### config.mk
export PLATFORM = sky130hd
export DESIGN_NAME = oabag_core
export DESIGN_NICKNAME = d
export VERILOG_FILES = /design/src/oabag_pkg.sv /design/src/oabag_core.sv
export SDC_FILE = /design/constraint.sdc
export NUM_CORES = 1
export LEC_CHECK = 0
export ABC_AREA = 1
export BUFFER_PORTS_ARGS = -buffer_cell sky130_fd_sc_hd__buf_2
export CAP_MARGIN = 20
export CORE_AREA = 5 5 174 176
export CTS_CLUSTER_DIAMETER = 80
export DETAILED_ROUTE_END_ITERATION = 8
export DIE_AREA = 0 0 179 181
export SLEW_MARGIN = 40
export SYNTH_ARGS = -nofsm -noshare
export SYNTH_HDL_FRONTEND = slang
export SYNTH_SLANG_ARGS = --single-unit
export TNS_END_PERCENT = 10
### constraint.sdc
create_clock -name clk -period 3.26 [get_ports clk]
set_clock_uncertainty 0.1 [all_clocks]
set_input_delay 0.815 -clock clk [delete_from_list [all_inputs] [get_ports clk]]
set_output_delay 0.815 -clock clk [all_outputs]
set_load 0.01 [all_outputs]
### src/oabag_pkg.sv
package oabag_pkg;

  // Data-memory map (9-bit data address space).
  localparam logic [8:0] ONES_LO      = 9'h070;
  localparam logic [8:0] ONES_HI      = 9'h07F;
  localparam logic [8:0] PSW_ADDR     = 9'h0EF;
  localparam logic [8:0] REGRAM_LO    = 9'h0F0;
  localparam logic [8:0] REGRAM_HI    = 9'h0FB;
  localparam logic [8:0] SECPTR_ADDR  = 9'h0FC;
  localparam logic [8:0] STKPTR_ADDR  = 9'h0FD;
  localparam logic [8:0] PRIPTR_ADDR  = 9'h0FE;
  localparam logic [8:0] TOPREG_ADDR  = 9'h0FF;
  localparam logic [8:0] HIRAM_LO     = 9'h100;
  localparam logic [8:0] HIRAM_HI     = 9'h13F;
  localparam logic [7:0] REG_PAGE     = 8'h0F;

  // Status word field positions.
  localparam int PSW_GIE_BIT = 0;
  localparam int PSW_CRY_BIT = 6;
  localparam int PSW_HC_BIT  = 7;

  // Reset values and the reserved-range read value.
  localparam logic [7:0]  REG_RST = 8'h00;
  localparam logic [14:0] PC_RST  = 15'h0000;
  localparam logic [7:0]  ONES    = 8'hFF;

  // Relative jump range.
  localparam logic signed [6:0] REL_MIN = -7'sd31;
  localparam logic signed [6:0] REL_MAX = 7'sd32;

  // Operand addressing modes.
  typedef enum logic [5:0] {
    OA_PTR_IND  = 6'h01,
    OA_PTR_POST = 6'h02,
    OA_DIRECT   = 6'h04,
    OA_IMM      = 6'h08,
    OA_SHORT    = 6'h10,
    OA_PROG_IND = 6'h20
  } oabag_mode_t;

  // Transfer-of-control kinds.
  typedef enum logic [5:0] {
    TC_NONE = 6'h01,
    TC_REL  = 6'h02,
    TC_ABS  = 6'h04,
    TC_LONG = 6'h08,
    TC_IND  = 6'h10,
    TC_VEC  = 6'h20
  } oabag_xfer_t;

  // Vectoring sequence states.
  typedef enum logic [2:0] {
    VS_IDLE = 3'h1,
    VS_UPR  = 3'h2,
    VS_LWR  = 3'h4
  } oabag_vst_t;

endpackage : oabag_pkg
### src/oabag_core.sv
`timescale 1ns/100ps
// Functional notes
// - Data reads from 0070H to 007FH return FFH.
// - Unused data addresses may read undefined; here data memory passes through.
// - Pointer-indirect operand address comes from primary or secondary pointer.
// - Load and exchange may post-step the pointer after the access.
// - Direct mode uses the 8-bit address field unchanged.
// - Immediate mode delivers the 8-bit field, no memory access.
// - Short immediate carries a 4-bit field for the primary pointer load.
// - Program-memory data load uses accumulator as low address byte.
// - Relative jump adds -31..+32 to full 15-bit counter; +1 is no-op.
// - Absolute jump and call replace only the low 12 counter bits.
// - Long jump and call replace all 15 counter bits.
// - Indirect jump loads fetched byte into counter low byte.
// - Vectoring fetches two adjacent vector bytes into the counter.
// - Counter is 15 bits: 7-bit upper part and 8-bit lower part.
// - Status word holds carry, half-carry and global interrupt enable.
// - Register-memory operands are limited to F0..FF.
// - F0..FB decode to register RAM.
// - 0100..013F decode to a 64-byte RAM block.
// - Stack pointer and both memory pointers are 8 bits.
// - Operand classes: direct or primary target; second class adds immediate.
module oabag_core (
  input  wire logic                  clk,
  input  wire logic                  rstn,
  input  wire logic                  op_valid,
  input  wire oabag_pkg::oabag_mode_t op_mode,
  input  wire logic                  op_use_sec,
  input  wire logic                  op_step_en,
  input  wire logic                  op_step_down,
  input  wire logic                  op_is_ldx,
  input  wire logic                  op_class_imm,
  input  wire logic                  op_reg_mem,
  input  wire logic [7:0]            op_field,
  input  wire logic [7:0]            accum,
  input  wire logic                  xfer_valid,
  input  wire oabag_pkg::oabag_xfer_t xfer_kind,
  input  wire logic [14:0]           xfer_field,
  input  wire logic [14:0]           vec_addr,
  input  wire logic                  pc_inc,
  input  wire logic                  cpu_wr,
  input  wire logic [8:0]            cpu_addr,
  input  wire logic [7:0]            cpu_wdata,
  input  wire logic [7:0]            pm_rdata,
  input  wire logic [7:0]            dm_rdata,
  output logic [8:0]                 dm_addr,
  output logic                       dm_rd,
  output logic [7:0]                 operand,
  output logic                       operand_valid,
  output logic                       op_illegal,
  output logic [14:0]                pm_addr,
  output logic [14:0]                pc_reg,
  output logic [7:0]                 primary_pointer,
  output logic [7:0]                 secondary_pointer,
  output logic [7:0]                 stack_pointer,
  output logic [7:0]                 processor_status_word,
  output logic                       global_interrupt_enable,
  output logic                       half_carry_flag,
  output logic                       carry_flag,
  output logic                       vec_busy
);
  import oabag_pkg::*;

  logic [7:0]  pri_reg, sec_reg, stk_reg, psw_reg, top_reg;
  logic [7:0]  regram [0:11];
  logic [7:0]  hiram [0:63];
  logic [8:0]  acc_addr;
  logic        acc_read;
  logic        step_pend_reg;
  logic        step_sec_reg;
  logic        step_down_reg;
  oabag_vst_t  vst_reg;
  logic [14:0] pc_next;
  logic [6:0]  pc_upper_part;
  logic [7:0]  pc_lower_part;
  logic [7:0]  vector_upper_byte;
  logic [7:0]  mapped_rd;
  logic        mapped_hit;
  logic signed [6:0] rel_disp;

  // True when an address lies between two bounds, both bounds included.
  function automatic logic in_range(input logic [8:0] a, input logic [8:0] lo, input logic [8:0] hi);
    in_range = (a >= lo) && (a <= hi);
  endfunction : in_range

  // Read decode of the core-owned part of the data map.
  function automatic logic [8:0] rd_sel(input logic [8:0] a);
    rd_sel = 9'h000;
    if (in_range(a, ONES_LO, ONES_HI)) rd_sel[0] = 1'b1;
    else if (a == PSW_ADDR) rd_sel[1] = 1'b1;
    else if (in_range(a, REGRAM_LO, REGRAM_HI)) rd_sel[2] = 1'b1;
    else if (a == SECPTR_ADDR) rd_sel[3] = 1'b1;
    else if (a == STKPTR_ADDR) rd_sel[4] = 1'b1;
    else if (a == PRIPTR_ADDR) rd_sel[5] = 1'b1;
    else if (a == TOPREG_ADDR) rd_sel[6] = 1'b1;
    else if (in_range(a, HIRAM_LO, HIRAM_HI)) rd_sel[7] = 1'b1;
    else rd_sel[8] = 1'b1;
  endfunction : rd_sel

  assign pc_upper_part = pc_reg[14:8];
  assign pc_lower_part = pc_reg[7:0];
  assign rel_disp      = 7'(signed'(xfer_field[6:0]));

  // Operand address formation; immediates never touch data memory.
  always_comb begin
    acc_addr   = 9'h000;
    acc_read   = 1'b0;
    op_illegal = 1'b0;
    if (op_valid) begin
      case (op_mode)
        OA_PTR_IND, OA_PTR_POST: begin
          acc_addr = {1'b0, (op_use_sec ? sec_reg : pri_reg)};
          acc_read = 1'b1;
          // Only load and exchange may post-step the pointer.
          if (op_mode == OA_PTR_POST && !op_is_ldx) op_illegal = 1'b1;
        end
        OA_DIRECT: begin
          acc_addr = {1'b0, op_field};
          acc_read = 1'b1;
          if (op_reg_mem && op_field[7:4] != REG_PAGE[3:0]) op_illegal = 1'b1;
        end
        OA_IMM: begin
          if (!op_class_imm) op_illegal = 1'b1;
        end
        OA_SHORT: acc_read = 1'b0;
        OA_PROG_IND: acc_read = 1'b0;
        default: op_illegal = 1'b1;
      endcase
    end
  end

  assign dm_addr = acc_addr;
  assign dm_rd   = acc_read && !op_illegal;

  // Read mux for the core-owned bytes; other addresses come from outside.
  // The operand's own address picks the byte, so pointer and direct reads see the same map.
  always_comb begin
    logic [8:0] s;
    s          = rd_sel(acc_addr);
    mapped_hit = ~s[8];
    mapped_rd  = 8'h00;
    case (1'b1)
      s[0]: mapped_rd = ONES;
      s[1]: mapped_rd = psw_reg;
      s[2]: mapped_rd = regram[4'(acc_addr - REGRAM_LO)];
      s[3]: mapped_rd = sec_reg;
      s[4]: mapped_rd = stk_reg;
      s[5]: mapped_rd = pri_reg;
      s[6]: mapped_rd = top_reg;
      s[7]: mapped_rd = hiram[6'(acc_addr - HIRAM_LO)];
      default: mapped_rd = 8'h00;
    endcase
  end

  // Operand register: immediate fields, program bytes or memory data.
  always_ff @(posedge clk or negedge rstn) begin
    if (!rstn) begin
      operand       <= REG_RST;
      operand_valid <= 1'b0;
    end else begin
      operand_valid <= op_valid && !op_illegal;
      // The operand holds between requests, so a consumer may read it late.
      if (op_valid && !op_illegal) begin
        case (op_mode)
          OA_IMM:      operand <= op_field;
          OA_SHORT:    operand <= {4'h0, op_field[3:0]};
          OA_PROG_IND: operand <= pm_rdata;
          default:     operand <= mapped_hit ? mapped_rd : dm_rdata;
        endcase
      end
    end
  end

  // Mapped registers; a post-step is applied the cycle after the access.
  always_ff @(posedge clk or negedge rstn) begin
    if (!rstn) begin
      pri_reg       <= REG_RST;
      sec_reg       <= REG_RST;
      stk_reg       <= REG_RST;
      psw_reg       <= REG_RST;
      top_reg       <= REG_RST;
      step_pend_reg <= 1'b0;
      step_sec_reg  <= 1'b0;
      step_down_reg <= 1'b0;
    end else begin
      step_pend_reg <= op_valid && op_mode == OA_PTR_POST && op_is_ldx && op_step_en;
      step_sec_reg  <= op_use_sec;
      step_down_reg <= op_step_down;
      if (cpu_wr) begin
        case (cpu_addr)
          PSW_ADDR:    psw_reg <= cpu_wdata;
          SECPTR_ADDR: sec_reg <= cpu_wdata;
          STKPTR_ADDR: stk_reg <= cpu_wdata;
          PRIPTR_ADDR: pri_reg <= cpu_wdata;
          TOPREG_ADDR: top_reg <= cpu_wdata;
          default: ;
        endcase
      end
      if (op_valid && op_mode == OA_SHORT) pri_reg <= {4'h0, op_field[3:0]};
      // The step wins over a write in the same cycle to keep the access order.
      if (step_pend_reg) begin
        if (step_sec_reg) sec_reg <= step_down_reg ? sec_reg - 8'h01 : sec_reg + 8'h01;
        else pri_reg <= step_down_reg ? pri_reg - 8'h01 : pri_reg + 8'h01;
      end
    end
  end

  // RAM arrays have no reset; their contents are undefined at power-up.
  always_ff @(posedge clk) begin
    if (cpu_wr && in_range(cpu_addr, REGRAM_LO, REGRAM_HI)) regram[4'(cpu_addr - REGRAM_LO)] <= cpu_wdata;
    if (cpu_wr && in_range(cpu_addr, HIRAM_LO, HIRAM_HI)) hiram[6'(cpu_addr - HIRAM_LO)] <= cpu_wdata;
  end

  assign primary_pointer         = pri_reg;
  assign secondary_pointer       = sec_reg;
  assign stack_pointer           = stk_reg;
  assign processor_status_word   = psw_reg;
  assign global_interrupt_enable = psw_reg[PSW_GIE_BIT];
  assign carry_flag              = psw_reg[PSW_CRY_BIT];
  assign half_carry_flag         = psw_reg[PSW_HC_BIT];
  assign vec_busy                = (vst_reg != VS_IDLE);

  // Program-memory address: table lookups use the accumulator as low byte.
  always_comb begin
    pm_addr = pc_reg;
    if (vst_reg == VS_UPR) pm_addr = vec_addr;
    else if (vst_reg == VS_LWR) pm_addr = vec_addr + 15'h0001;
    else if ((op_valid && op_mode == OA_PROG_IND) || (xfer_valid && xfer_kind == TC_IND))
      pm_addr = {pc_upper_part, accum};
  end

  // Next program counter value for each kind of transfer.
  always_comb begin
    pc_next = pc_inc ? pc_reg + 15'h0001 : pc_reg;
    if (vst_reg == VS_LWR) pc_next = {vector_upper_byte[6:0], pm_rdata};
    else if (xfer_valid && vst_reg == VS_IDLE) begin
      case (xfer_kind)
        TC_REL:
          if (rel_disp >= REL_MIN && rel_disp <= REL_MAX && rel_disp != 7'sd1)
            pc_next = pc_reg + 15'(signed'(rel_disp));
          else pc_next = pc_reg + 15'h0001;
        TC_ABS:  pc_next = {pc_reg[14:12], xfer_field[11:0]};
        TC_LONG: pc_next = xfer_field;
        TC_IND:  pc_next = {pc_upper_part, pm_rdata};
        default: ;
      endcase
    end
  end

  // Vectoring sequence: upper byte then lower byte, then the counter loads.
  always_ff @(posedge clk or negedge rstn) begin
    if (!rstn) begin
      vst_reg           <= VS_IDLE;
      vector_upper_byte <= REG_RST;
      pc_reg            <= PC_RST;
    end else begin
      pc_reg <= pc_next;
      case (vst_reg)
        VS_IDLE: if (xfer_valid && xfer_kind == TC_VEC) vst_reg <= VS_UPR;
        VS_UPR: begin
          vector_upper_byte <= pm_rdata;
          vst_reg           <= VS_LWR;
        end
        VS_LWR:  vst_reg <= VS_IDLE;
        default: vst_reg <= VS_IDLE;
      endcase
    end
  end

  // Transfer and operand checks; each one watches only what this block drives.
  rel_range_a: assert property (@(posedge clk) disable iff (!rstn)
    (xfer_valid && vst_reg == VS_IDLE && xfer_kind == TC_REL && rel_disp == 7'sd1) |=>
    pc_reg == $past(pc_reg) + 15'h0001) else $error("Relative +1 did not act as no-op.");
  abs_keep_a: assert property (@(posedge clk) disable iff (!rstn)
    (xfer_valid && vst_reg == VS_IDLE && xfer_kind == TC_ABS) |=>
    pc_reg[14:12] == $past(pc_reg[14:12]) && pc_reg[11:0] == $past(xfer_field[11:0]))
    else $error("Absolute jump changed segment.");
  long_load_a: assert property (@(posedge clk) disable iff (!rstn)
    (xfer_valid && vst_reg == VS_IDLE && xfer_kind == TC_LONG) |=> pc_reg == $past(xfer_field))
    else $error("Long jump target wrong.");
  vec_seq_a: assert property (@(posedge clk) disable iff (!rstn)
    (vst_reg == VS_IDLE && xfer_valid && xfer_kind == TC_VEC) |=> vst_reg == VS_UPR ##1 vst_reg == VS_LWR
    ##1 pc_reg[7:0] == $past(pm_rdata)) else $error("Vector sequence broken.");
  ones_read_a: assert property (@(posedge clk) disable iff (!rstn)
    (!op_illegal && op_valid && op_mode == OA_DIRECT && op_field[7:4] == 4'h7) |=> operand == ONES)
    else $error("Reserved range did not read ones.");
  imm_noread_a: assert property (@(posedge clk) disable iff (!rstn)
    (op_valid && op_mode == OA_IMM) |-> !dm_rd ##1 (operand == $past(op_field) || !operand_valid))
    else $error("Immediate accessed memory.");
  ptr_addr_a: assert property (@(posedge clk) disable iff (!rstn)
    (op_valid && op_mode == OA_PTR_IND) |-> dm_addr[7:0] == (op_use_sec ? sec_reg : pri_reg))
    else $error("Pointer address wrong.");
  // A post-step lands two edges after the request and moves the pointer by one, modulo 256.
  post_step_a: assert property (@(posedge clk) disable iff (!rstn)
    (op_valid && op_mode == OA_PTR_POST && op_is_ldx && op_step_en && !op_use_sec) |=>
    ##1 (pri_reg == $past(pri_reg) + ($past(op_step_down, 2) ? 8'hFF : 8'h01)))
    else $error("Post-step wrong.");
  sec_step_a: assert property (@(posedge clk) disable iff (!rstn)
    (op_valid && op_mode == OA_PTR_POST && op_is_ldx && op_step_en && op_use_sec) |=>
    ##1 (sec_reg == $past(sec_reg) + ($past(op_step_down, 2) ? 8'hFF : 8'h01)))
    else $error("Secondary post-step wrong.");
  // Table lookups keep the counter's upper part; only the low byte comes from the accumulator.
  prog_ind_a: assert property (@(posedge clk) disable iff (!rstn)
    (op_valid && op_mode == OA_PROG_IND && vst_reg == VS_IDLE) |-> pm_addr == {pc_reg[14:8], accum})
    else $error("Table lookup address wrong.");

endmodule : oabag_core

; ---- Word-level counts from Yosys, hierarchy flattened
; Memory sizes are Yosys's and may differ from the RTL's.
; Index checks and enable logic that the tools add are counted.
[totals]
ram_bits = 608
inputBits = 103
mem_count = 2
wordCells = 162
out_inout_bits = 86
register_bits = 77
[op_classes]
mux = 61
magnitude_cmp = 12
reduce_logical = 31
n_eq_ne = 30
n_addsub = 11
[mem_list]
columns = memory, depth, word_bits, rd, rd_ports_with_merged_regs, write_ports, line_no
row1 = hiram, 64, 8, 1, 0, 1, oabag_core.sv:66  ; logic [7:0] hiram [0:63];
row2 = regram, 12, 8, 1, 0, 1, oabag_core.sv:65  ; logic [7:0] regram [0:11];
[op_table]
columns = op, n
row1 = two-way mux 8 bit, 24
row2 = "equality test 9 x 8 -> 1 bit, second input constant", 10
row3 = two-way mux 15 bit, 6
row4 = one-hot mux 15 bit (4 select lines), 1
row5 = "adder 15 x 1 -> 15 bit, second input constant", 2
row6 = one-hot mux 8 bit (3 select lines), 1
row7 = logical AND 1 bit, 21
row8 = two-way mux 1 bit, 19
row9 = "greater-or-equal comparator 9 x 8 -> 1 bit, second input constant", 2
row10 = "greater-or-equal comparator 9 bit, second input constant", 2
row11 = "<= comparator 9 x 8 -> 1 bit, second input constant", 2
row12 = "<= comparator 9 bit, second input constant", 2
row13 = "adder 8 x 1 -> 8 bit, second input constant", 2
row14 = one-hot mux 8 bit (2 select lines), 1
row15 = "subtractor 8 x 1 -> 8 bit, second input constant", 2
row16 = adder 15 bit, 1
row17 = "equality test 6 x 2 -> 1 bit, second input constant", 2
row18 = "equality test 6 x 3 -> 1 bit, second input constant", 2
row19 = "equality test 6 x 4 -> 1 bit, second input constant", 2
row20 = "equality test 6 x 5 -> 1 bit, second input constant", 2
row21 = "equality test 6 bit, second input constant", 2
row22 = "subtractor 6 x 1 -> 6 bit, second input constant", 2
row23 = "greater-or-equal comparator 9 x 7 -> 1 bit, second input constant", 1
row24 = "<= comparator 9 x 7 -> 1 bit, second input constant", 1
row25 = other kinds (25), 33

; ---- Logic depth before layout (Yosys ltp)
; Gate-level depths: netlist of run 1.
[depth]
depth_word = 24
depth_mapped = 19
depth_no_buf = 19

; ---- Least setup slack after synthesis of run 1
; Ideal clock, no wire load.
[synth_timing]
path_kind = input-to-output
from = in op_mode[1]
to = out pm_addr[2]
n_path_buf = 0
t_required_ps = 2345
stages = 11
setup_slack_ps = 3
arrival_ps = 2342
cell_sequence = nor2_4 > inv_2 > nor2_1 > inv_1 > nor3_4 > nand2_1 > nand2_1 > inv_1 > a211oi_1 > o21ai_0 > o21ai_0
[synth_via]
elab_chain_cells = 6
[synth_lines]
columns = item, line_no
row1 = start: declaration, oabag_core.sv:27  ; input wire oabag_pkg::oabag_mode_t op_mode,
row2 = equality test 6 bit, oabag_core.sv:228  ; else if ((op_valid && op_mode == OA_PROG_IND) || (xfer_valid && xfer_kind == TC_IND))
row3 = logical AND 1 bit, oabag_core.sv:228
row4 = logical OR 1 bit, oabag_core.sv:228
row5 = two-way mux 8 bit, oabag_core.sv:228
row6 = two-way mux 15 bit, oabag_core.sv:227  ; else if (vst_reg == VS_LWR) pm_addr = vec_addr + 15'h0001;
row7 = two-way mux 15 bit, oabag_core.sv:226  ; if (vst_reg == VS_UPR) pm_addr = vec_addr;
row8 = end: declaration, oabag_core.sv:51  ; output logic [14:0] pm_addr,
; No other way between the ends.

; ---- Final worst setup path of run 1
[layout_timing]
from = in vec_addr[0]
to = out pm_addr[12]
[layout_via]
elab_chain_cells = 3
[layout_lines]
columns = item, line_no
row1 = start: declaration, oabag_core.sv:39  ; input wire logic [14:0] vec_addr,
row2 = adder 15 x 1 -> 15 bit, oabag_core.sv:227
row3 = two-way mux 15 bit, oabag_core.sv:227
row4 = two-way mux 15 bit, oabag_core.sv:226
; No other way between the ends.

==> results of run 1 <==
[cell usage after synthesis (5+ instances only)]
library cell    n  area (um^2)
nor2_1        119          447
buf_2           5         25.0
xor2_1         21          184
edfxtp_1       96         2880
o22ai_1        13         81.3
a221oi_1        8         70.1
a21oi_1       105          526
buf_4           7         52.6
or2_2           8         50.1
ha_1           28          350
o31ai_1         6         45.0
inv_1         181          679
a21boi_1        5         37.5
nand4_1        30          188
xnor2_1         6         52.6
nor2_2          6         37.5
nor2_4          7         78.8
o21ai_0       122          611
clkbuf_1       26         97.6
nand2_4         7         78.8
inv_2          15         56.3
nand2_1       344         1290
a22oi_1         9         67.6
mux2i_1        10          100
dfrtp_1        76         1900
nand3_1        81          405
nor3_1         19         95.1
o211ai_1       14          105
nand2_2         9         56.3
[power groups by stage]
stage	combinational, mW	clock [mW]	sequential (mW)
CTS	1.78	2.00	2.62
detailed placement	1.76	0	2.67
finish	1.78	1.97	2.63
global placement	1.74	0	2.67
global route	1.99	2.11	2.64
floorplan	0.981	0	2.68
[path summary, 6_finish.rpt]
kind	endpoint	start	slack, ns	cells after the start
max	pm_addr[12]	vec_addr[0]	-0.12	15
min	pc_reg[6]	rstn	0.29	2
max reg2reg	secondary_pointer[6]	step_down_reg	0.60	11
min reg2reg	top_reg[3]	top_reg[3]	0.39	2
max in group asynchronous	secondary_pointer[3]	rstn	2.41	2
min in group clk	step_down_reg	op_step_down	0.39	1
[layout by cell type, fill, tap and decap left out, types with 21 or more instances in the layout]
| cell | instances |
|---|---|
| buf_4 | 68 |
| nand4_1 | 30 |
| ha_1 | 27 |
| dfrtp_1 | 76 |
| edfxtp_1 | 96 |
| buf_2 | 186 |
| nor2_1 | 112 |
| nand2_1 | 342 |
| a21oi_1 | 105 |
| nand3_1 | 80 |
| xor2_1 | 21 |
| inv_1 | 179 |
| o21ai_0 | 118 |
[per-layer routing]
metal  wire length (um)  track usage  up-vias
met3               2520       0.0437       57
met1              15700        0.289     4977
li1                   -            -     5277
met5                  0            0        -
met4                818       0.0651        0
met2              18000        0.378      373
[through the flow]
step | setup slack (ns) | TNS [ns]
detailed placement | -0.203 | -0.814
global placement | -0.185 | -0.681
floorplan | 0.00272 | 0
CTS | -0.140 | -0.591
global route | -0.288 | -2.13
finish | -0.115 | -0.420
[timing repair]
item | in CTS | in global routing
gates resized for setup | 7 | 16
cloned | 0 | 0
pin swaps | 2 | 2
endpoints found under the setup margin | 9 | 17
setup buffers | 1 | 1
[logic make-up after synthesis]
family                     count (synthesis)
and+or+nand+nor                          654
AOI/OAI and AO/OA                        299
buffers and inverters                    238
DFF                                      173
adders and majority gates                 31
xor gates and xnor gates                  27
muxes                                     10
other                                      1
[final cells by class]
class | instances | area share
clock buffer | 17 | 0.0311
clock inverter | 15 | 0.0107
inverter | 197 | 0.0541
multi-input combinational | 1022 | 0.404
sequential | 173 | 0.352
tap | 384 | 0.0351
timing repair buffer | 260 | 0.114
==> run metrics, run 1 <==
status complete, but fails checks; failing checks negative setup slack; CP max FO 3; fin crit period 3.38 ns; pin count of the biggest net entering global routing 78; drt wl/cell 17.9 um; Initial Utilization 0.394; initial DRC count 789; Final Max Tran Viols 0; Pre-antenna DRT Iters 6; Clock Tree Buf Depth 2; total core area 28500 um^2; sw frac 0.351; initial antenna violation count 0; post-synthesis mux area share 0.00892; Root Buffer clkbuf_16; Clk pwr share 0.309; CP required 2.34 ns; f_max 296 MHz; Reg power frac 0.412; Diodes inserted 0; post-synthesis xor/xnor area fraction 0.0211; dpl cells 2034; Startpoint Class primary input; Top FF cell, synth edfxtp_1; hold buffer count at CTS 0; Cell Area, Synth 11200 um^2; Reg clk slew, reported paths 0.07 ns; GRT Total Usage 0.223; die width 179 um; mean post-synth cell area 7.83 um^2; hold slack 0.294 ns; hpwl dp 28.7 mm; FP Rows 62; Critical Path Sink Type primary output; Synth Area in Simple Gates 0.270; Num CTS Buffers 17; H-tree depth 4; Critical Path Max Stage Delay 0.19 ns; Slew HR 0.545; vias in the first global route 10200; Placed Area 13000 um^2; Via-to-Cell Ratio 5.17; DRT Wirelength 37.0 mm; global-route wire length before repair 56.3 mm; maxcap violations 0; non-filler cells, final 2068; total gr overflow 0; register area share after synthesis 0.429; Multi-input gate area 5520 um^2; worst vdd ir 0.000331 V; total power draw 6.38 mW; chip height 181 um; Post-DRT Antenna Nets 0; layout cells sized above 1 0.224; crit path DAT 2.46 ns; top cell family by delay on the critical path simple AND/OR/NAND/NOR gates; Final Hold Vio Count 0; number of synthesized flops with an enable pin 96; kind of critical path primary input to primary output; max reg flops 96; Worst Path Buf+Inv 5; distinct cell type count after synthesis 57; internal power 4.14 mW; Synth Instances 1433; Yosys reg bits 173; Yosys warning count 0; most frequent CP cell nor2_1; Slowest cell on crit path ha_2; syn nets 1567; combinational share of power 0.279; # setup viols final 5; largest family of logic cells by synthesized area simple AND/OR/NAND/NOR gates; Clock Sinks 173; area grow syn2layout 21.9%; DRC 0; Leak 6.61 nW; Util after Layout 0.480; Hold WC Path Type primary input to asynchronous set/reset pin; Die ar. 32400 um^2; adder-cell share of the synthesized area 0.0366; clk_lat worst skew 0.43 ns; fin nets 1805; pwr dens 466 nW/um^2; Placer Congestion 0.907; TritonCTS clock tree built; RSZ-0062 raised after global routing true; final instance area 13700 um^2; Compound-Gate Fraction of Synth Area 0.150; Worst-Margin Slew 0.676 ns; CP cell instances buf_2 > ha_2 > nand2_1 > nor2_1 > inv_1 > nor2_1 > inv_1 > nor2_2 > nand4_1 > nor2_2 > buf_4 > xor2_1 > nor2_1 > o22ai_1 > buf_2; final setup margin -0.115 ns; Ports 189; vias after detailed routing 10700; Port Buf Inserts 187; sw power 2.24 mW; Storage cell area 4810 um^2; Filler Cells Inserted 2873; ys async rst share 0.445; Tcrit/Tclk final 1.04
Power figures use the tool's default switching activity.
==> inputs of run 2 (changes only) <==
BUFFER_PORTS_ARGS = -buffer_cell sky130_fd_sc_hd__clkbuf_2   (was -buffer_cell sky130_fd_sc_hd__buf_2)
==> run 2 against run 1 <==
Compared with the run above: the flow still finishes with violations (negative setup slack); register-to-register slack is essentially flat; wire length increased by 1.9%; global-route usage increased by 0.69 points; sequential power hardly changed; critical path depth unchanged; core utilization is 0.53 points higher; hold slack lost 0.040 ns; first-iteration DRC count up 1.5%; clock power grew 4%; cell area rose by 1.1%; count of clock-buffer cells in the layout did not move; flip-flop and latch count unchanged; highest routed layer unchanged; largest power group unchanged.
==> run metrics, run 2 (same netlist as run 1, synthesis figures left out) <==
clk_lat worst skew 0.44 ns (about the same); DRC 0 (unchanged); # setup viols final 8 (+3); hold slack 0.253 ns (-0.0405 ns); Leak 6.68 nW (+1.1%); final setup margin -0.0803 ns (+0.0348 ns); Util after Layout 0.486 (+0.00532); Port Buf Inserts 187 (unchanged); vias after detailed routing 10800 (+1.1%); kind of critical path primary input to primary output; drt wl/cell 18.1 um (+1.4%); Ports 189 (unchanged); H-tree depth 4 (unchanged); RSZ-0062 raised after global routing true; top cell family by delay on the critical path simple AND/OR/NAND/NOR gates; GRT Total Usage 0.230 (+0.00687); crit path DAT 2.43 ns (-0.03 ns); Placed Area 13100 um^2 (+0.27%); dpl cells 2042 (+0.39%); Diodes inserted 0 (unchanged); Initial Utilization 0.394 (unchanged); most common cell after layout, fill and taps aside nand2_1; Startpoint Class primary input; Reg clk slew, reported paths 0.07 ns (about the same); status complete, but fails checks; max reg flops 96 (unchanged); Slew HR 0.564 (+0.0190); worst vdd ir 0.000309 V (-6.6%); CP cell instances buf_4 > ha_4 > nand2_2 > nor2_1 > inv_1 > nor2_1 > inv_1 > nor2_2 > nand4_1 > nor2_2 > nand3_1 > xor2_1 > nor2_1 > o22ai_1 > buf_2; chip height 181 um (unchanged); failing checks negative setup slack; Critical Path Max Stage Delay 0.18 ns (about the same); Root Buffer clkbuf_16; Filler Cells Inserted 2799 (-2.6%); final instance area 13800 um^2 (+1.1%); commonest non-fill, non-tap cells in the layout 341 x nand2_1, 180 x clkbuf_2, 176 x inv_1, 117 x o21ai_0, 111 x nor2_1; f_max 299 MHz (+1.0%); fin nets 1816 (+0.61%); fin crit period 3.34 ns (-0.0348 ns); setup slack, reg-to-reg 0.61 ns (about the same); maxcap violations 0 (unchanged); Hold WC Path Type primary input to asynchronous set/reset pin; total gr overflow 0 (unchanged); most frequent CP cell nor2_1; initial DRC count 801 (+1.5%); Pre-antenna DRT Iters 5 (-1); CP required 2.34 ns (about the same); CP max FO 3 (unchanged); die width 179 um (unchanged); Via-to-Cell Ratio 5.20 (+0.58%); initial antenna violation count 0 (unchanged); area grow syn2layout 23.3%; Critical Path Sink Type primary output; total power draw 6.48 mW (+1.7%); vias in the first global route 10600 (+3.8%); Clock Sinks 173 (unchanged); non-filler cells, final 2079 (+0.53%); layout cells sized above 1 0.235 (+0.0103); Die ar. 32400 um^2 (unchanged); Final Max Tran Viols 0 (unchanged); pwr dens 469 nW/um^2 (+0.54%); Clock Tree Buf Depth 2 (unchanged); FP Rows 62 (unchanged); pin count of the biggest net entering global routing 43 (-45%); TritonCTS clock tree built; Worst Path Buf+Inv 4 (-1); Post-DRT Antenna Nets 0 (unchanged); global-route wire length before repair 58.4 mm (+3.9%); Num CTS Buffers 17 (unchanged); total core area 28500 um^2 (unchanged); Tcrit/Tclk final 1.02 (-0.0107); Placer Congestion 0.910 (+0.41%); DRT Wirelength 37.7 mm (+1.9%); Slowest cell on crit path nor2_2; Worst-Margin Slew 0.648 ns (-0.0282 ns); hpwl dp 29.0 mm (+1.1%); Final Hold Vio Count 0 (unchanged)
## run 2: cell count changes in the layout (fill, tap and decap cells not counted), sizes merged
| cell | before | now |
|---|---|---|
| clkbuf | 17 | 197 |
| buf | 260 | 91 |
| clkinv | 6 | 8 |
| inv | 205 | 203 |
## run 2: routing by layer
layer / wire (um) / global-route usage
met1: 15800 / 0.301
met2: 18300 / 0.386
met4: 1030 / 0.0679
met3: 2540 / 0.0437
met5: 0 / 0
## run 2: where the power goes
part | total [mW] | internal (mW) | leakage (nW) | switching [mW]
Clock | 2.04 | 1.04 | 0.293 | 0.998
Sequential | 2.62 | 2.44 | 1.80 | 0.179
Combinational | 1.82 | 0.703 | 4.60 | 1.12
## run 2: path summary, 6_finish.rpt
kind                                       from                    to  depth (start not counted)
hold / removal                             rstn  vector_upper_byte[6]                          1
setup reg to reg                  step_down_reg  secondary_pointer[6]                         11
max in group asynchronous                  rstn    primary_pointer[2]                          2
min in group clk                   op_step_down         step_down_reg                          1
setup / recovery                    vec_addr[1]           pm_addr[14]                         15
hold reg to reg            vector_upper_byte[2]  vector_upper_byte[2]                          2
## run 2: timing repair
item | CTS | global route
pin swaps | 7 | 13
hold buffers | 0 | 0
buffers inserted | 6 | 0
gates resized for setup | 16 | 27
setup endpoints to repair | 10 | 16
## run 2: stage by stage
stage	setup slack (ns)	TNS, ns
after global placement	-0.181	-0.870
after global routing	-0.248	-1.66
after floorplan	0.00272	0
after detailed placement	-0.191	-0.932
after CTS	-0.118	-0.695
final	-0.0803	-0.342
## run 2: area by class of cell
class,instances,area [um^2],share of cell area
timing repair buffer,271,1630,0.118
tap,384,480,0.0348
sequential,173,4810,0.348
clock inverter,15,181,0.0131
inverter,197,742,0.0537
multi-input combinational,1022,5560,0.402
clock buffer,17,425,0.0308
==> inputs of run 3 (changes only) <==
SKIP_CTS_REPAIR_TIMING = 1   (was default)
==> run 3 against run 2 <==
Compared with the run above: the flow still finishes with violations (negative setup slack); maximum frequency fell by 3.0%; via count shrank 0.56%; critical path type unchanged; setup slack got worse by 0.10 ns; highest routed layer unchanged; wire length down 0.24%; hold slack gained 0.0012 ns; cell area shrank 0.23%; first-iteration DRC count is 3.6% higher; register-to-register slack barely moved; global-route usage is 0.14 points lower.
==> run metrics, run 3 (same netlist as run 1, synthesis figures left out) <==
layout cells sized above 1 0.230 (-0.00490); Critical Path Sink Type primary output; Placer Congestion 0.910 (unchanged); fin crit period 3.44 ns (+0.103 ns); non-filler cells, final 2076 (-0.14%); Diodes inserted 0 (unchanged); hpwl dp 29.0 mm (unchanged); DP Worst Slack -0.191 ns (unchanged); CP required 2.34 ns (about the same); final setup margin -0.183 ns (-0.103 ns); crit path DAT 2.53 ns (+0.10 ns); initial antenna violation count 0 (unchanged); Post-DRT Antenna Nets 0 (unchanged); Placed Area 13100 um^2 (unchanged); chip height 181 um (unchanged); Filler Cells Inserted 2809 (+0.36%); most common cell after layout, fill and taps aside nand2_1; kind of critical path primary input to primary output; dpl cells 2042 (unchanged); max reg flops 96 (unchanged); Pre-antenna DRT Iters 5 (unchanged); Clock Tree Buf Depth 2 (unchanged); initial DRC count 830 (+3.6%); vias in the first global route 10500 (-0.56%); DRC 0 (unchanged); commonest non-fill, non-tap cells in the layout 341 x nand2_1, 183 x clkbuf_2, 179 x inv_1, 122 x o21ai_0, 112 x nor2_1; pwr dens 470 nW/um^2 (+0.20%); Hold WC Path Type primary input to asynchronous set/reset pin; final instance area 13800 um^2 (-0.23%); Final Hold Vio Count 0 (unchanged); Clock Sinks 173 (unchanged); Via-to-Cell Ratio 5.17 (-0.42%); Num CTS Buffers 17 (unchanged); Die ar. 32400 um^2 (unchanged); total gr overflow 0 (unchanged); Ports 189 (unchanged); pin count of the biggest net entering global routing 43 (unchanged); die width 179 um (unchanged); area grow syn2layout 23.0%; total core area 28500 um^2 (unchanged); setup slack, reg-to-reg 0.61 ns (about the same); R2R depth 11 (unchanged); Initial Utilization 0.394 (unchanged); Tcrit/Tclk final 1.06 (+0.0316); Startpoint Class primary input; f_max 290 MHz (-3.0%); RSZ-0062 raised after global routing true; vias after detailed routing 10700 (-0.56%); H-tree depth 4 (unchanged); global-route wire length before repair 58.1 mm (-0.65%); failing checks negative setup slack; total power draw 6.48 mW (about the same); GRT Total Usage 0.229 (-0.00140); TritonCTS clock tree built; CP max FO 3 (unchanged); Worst-Margin Slew 0.581 ns (-0.0672 ns); # setup viols final 7 (-1); drt wl/cell 18.1 um (about the same); DRT Wirelength 37.6 mm (-0.24%); Port Buf Inserts 187 (unchanged); maxcap violations 0 (unchanged); FP Rows 62 (unchanged); Final Max Tran Viols 0 (unchanged); fin nets 1813 (-0.17%); Root Buffer clkbuf_16; Slew HR 0.609 (+0.0452); status complete, but fails checks; clk_lat worst skew 0.44 ns (about the same); worst vdd ir 0.000311 V (+0.66%); Reg clk slew, reported paths 0.07 ns (about the same); Leak 6.67 nW (-0.27%)
## run 3: changes by cell type in the layout (fill, tap and decap cells not counted), sizes merged
cell / previous run / this run
buf: 91 / 85
clkbuf: 197 / 200
## run 3: per-layer routing
layer	vias up	wire (um)	global-route usage
met4	0	950	0.0672
met2	365	18200	0.384
met3	59	2530	0.0424
met1	5008	15900	0.300
li1	5310	-	-
met5	-	0	0
## run 3: report_power, final
part           total, mW  switching [mW]  internal (mW)
registers           2.62           0.178           2.44
clock network       2.04            1.00           1.04
logic               1.82            1.12          0.700
total               6.48            2.30           4.18
## run 3: final cells by class
type	instances	area [um^2]	share of cell area
clock buffers	17	425	0.0308
clock inverters	15	181	0.0132
inverters	197	739	0.0536
multi-input cells	1022	5550	0.402
flip-flops and latches	173	4810	0.349
well taps	384	480	0.0348
repair buffers	268	1610	0.117
## run 3: through the flow
stage	hold slack [ns]	setup TNS [ns]	util
final	0.254	-0.618	0.485
after global routing	0.281	-2.27	0.485
after global placement	0.369	-0.870	0.459
after detailed placement	0.373	-0.932	0.459
after CTS	0.250	-1.06	0.480
after floorplan	0.351	0	-
## run 3: critical path: stages
cell,delay [ns]
clkbuf_2,0.10
inv_1,0.05
nor3_1,0.18
inv_1,0.08
nor2_1,0.09
inv_1,0.06
nor2_1,0.12
inv_1,0.07
nor2_2,0.12
nand3_2,0.15
buf_4,0.17
xor2_1,0.13
o21ai_0,0.14
o21ai_0,0.12
clkbuf_2,0.15
## run 3: worst paths after layout
kind,start,to
worst min register to register,vector_upper_byte[5],vector_upper_byte[5]
worst max register to register,step_down_reg,secondary_pointer[6]
min in group clk,op_step_down,step_down_reg
worst max-delay path,vec_addr[2],pm_addr[9]
max in group asynchronous,rstn,top_reg[3]
worst min-delay path,rstn,pc_reg[5]
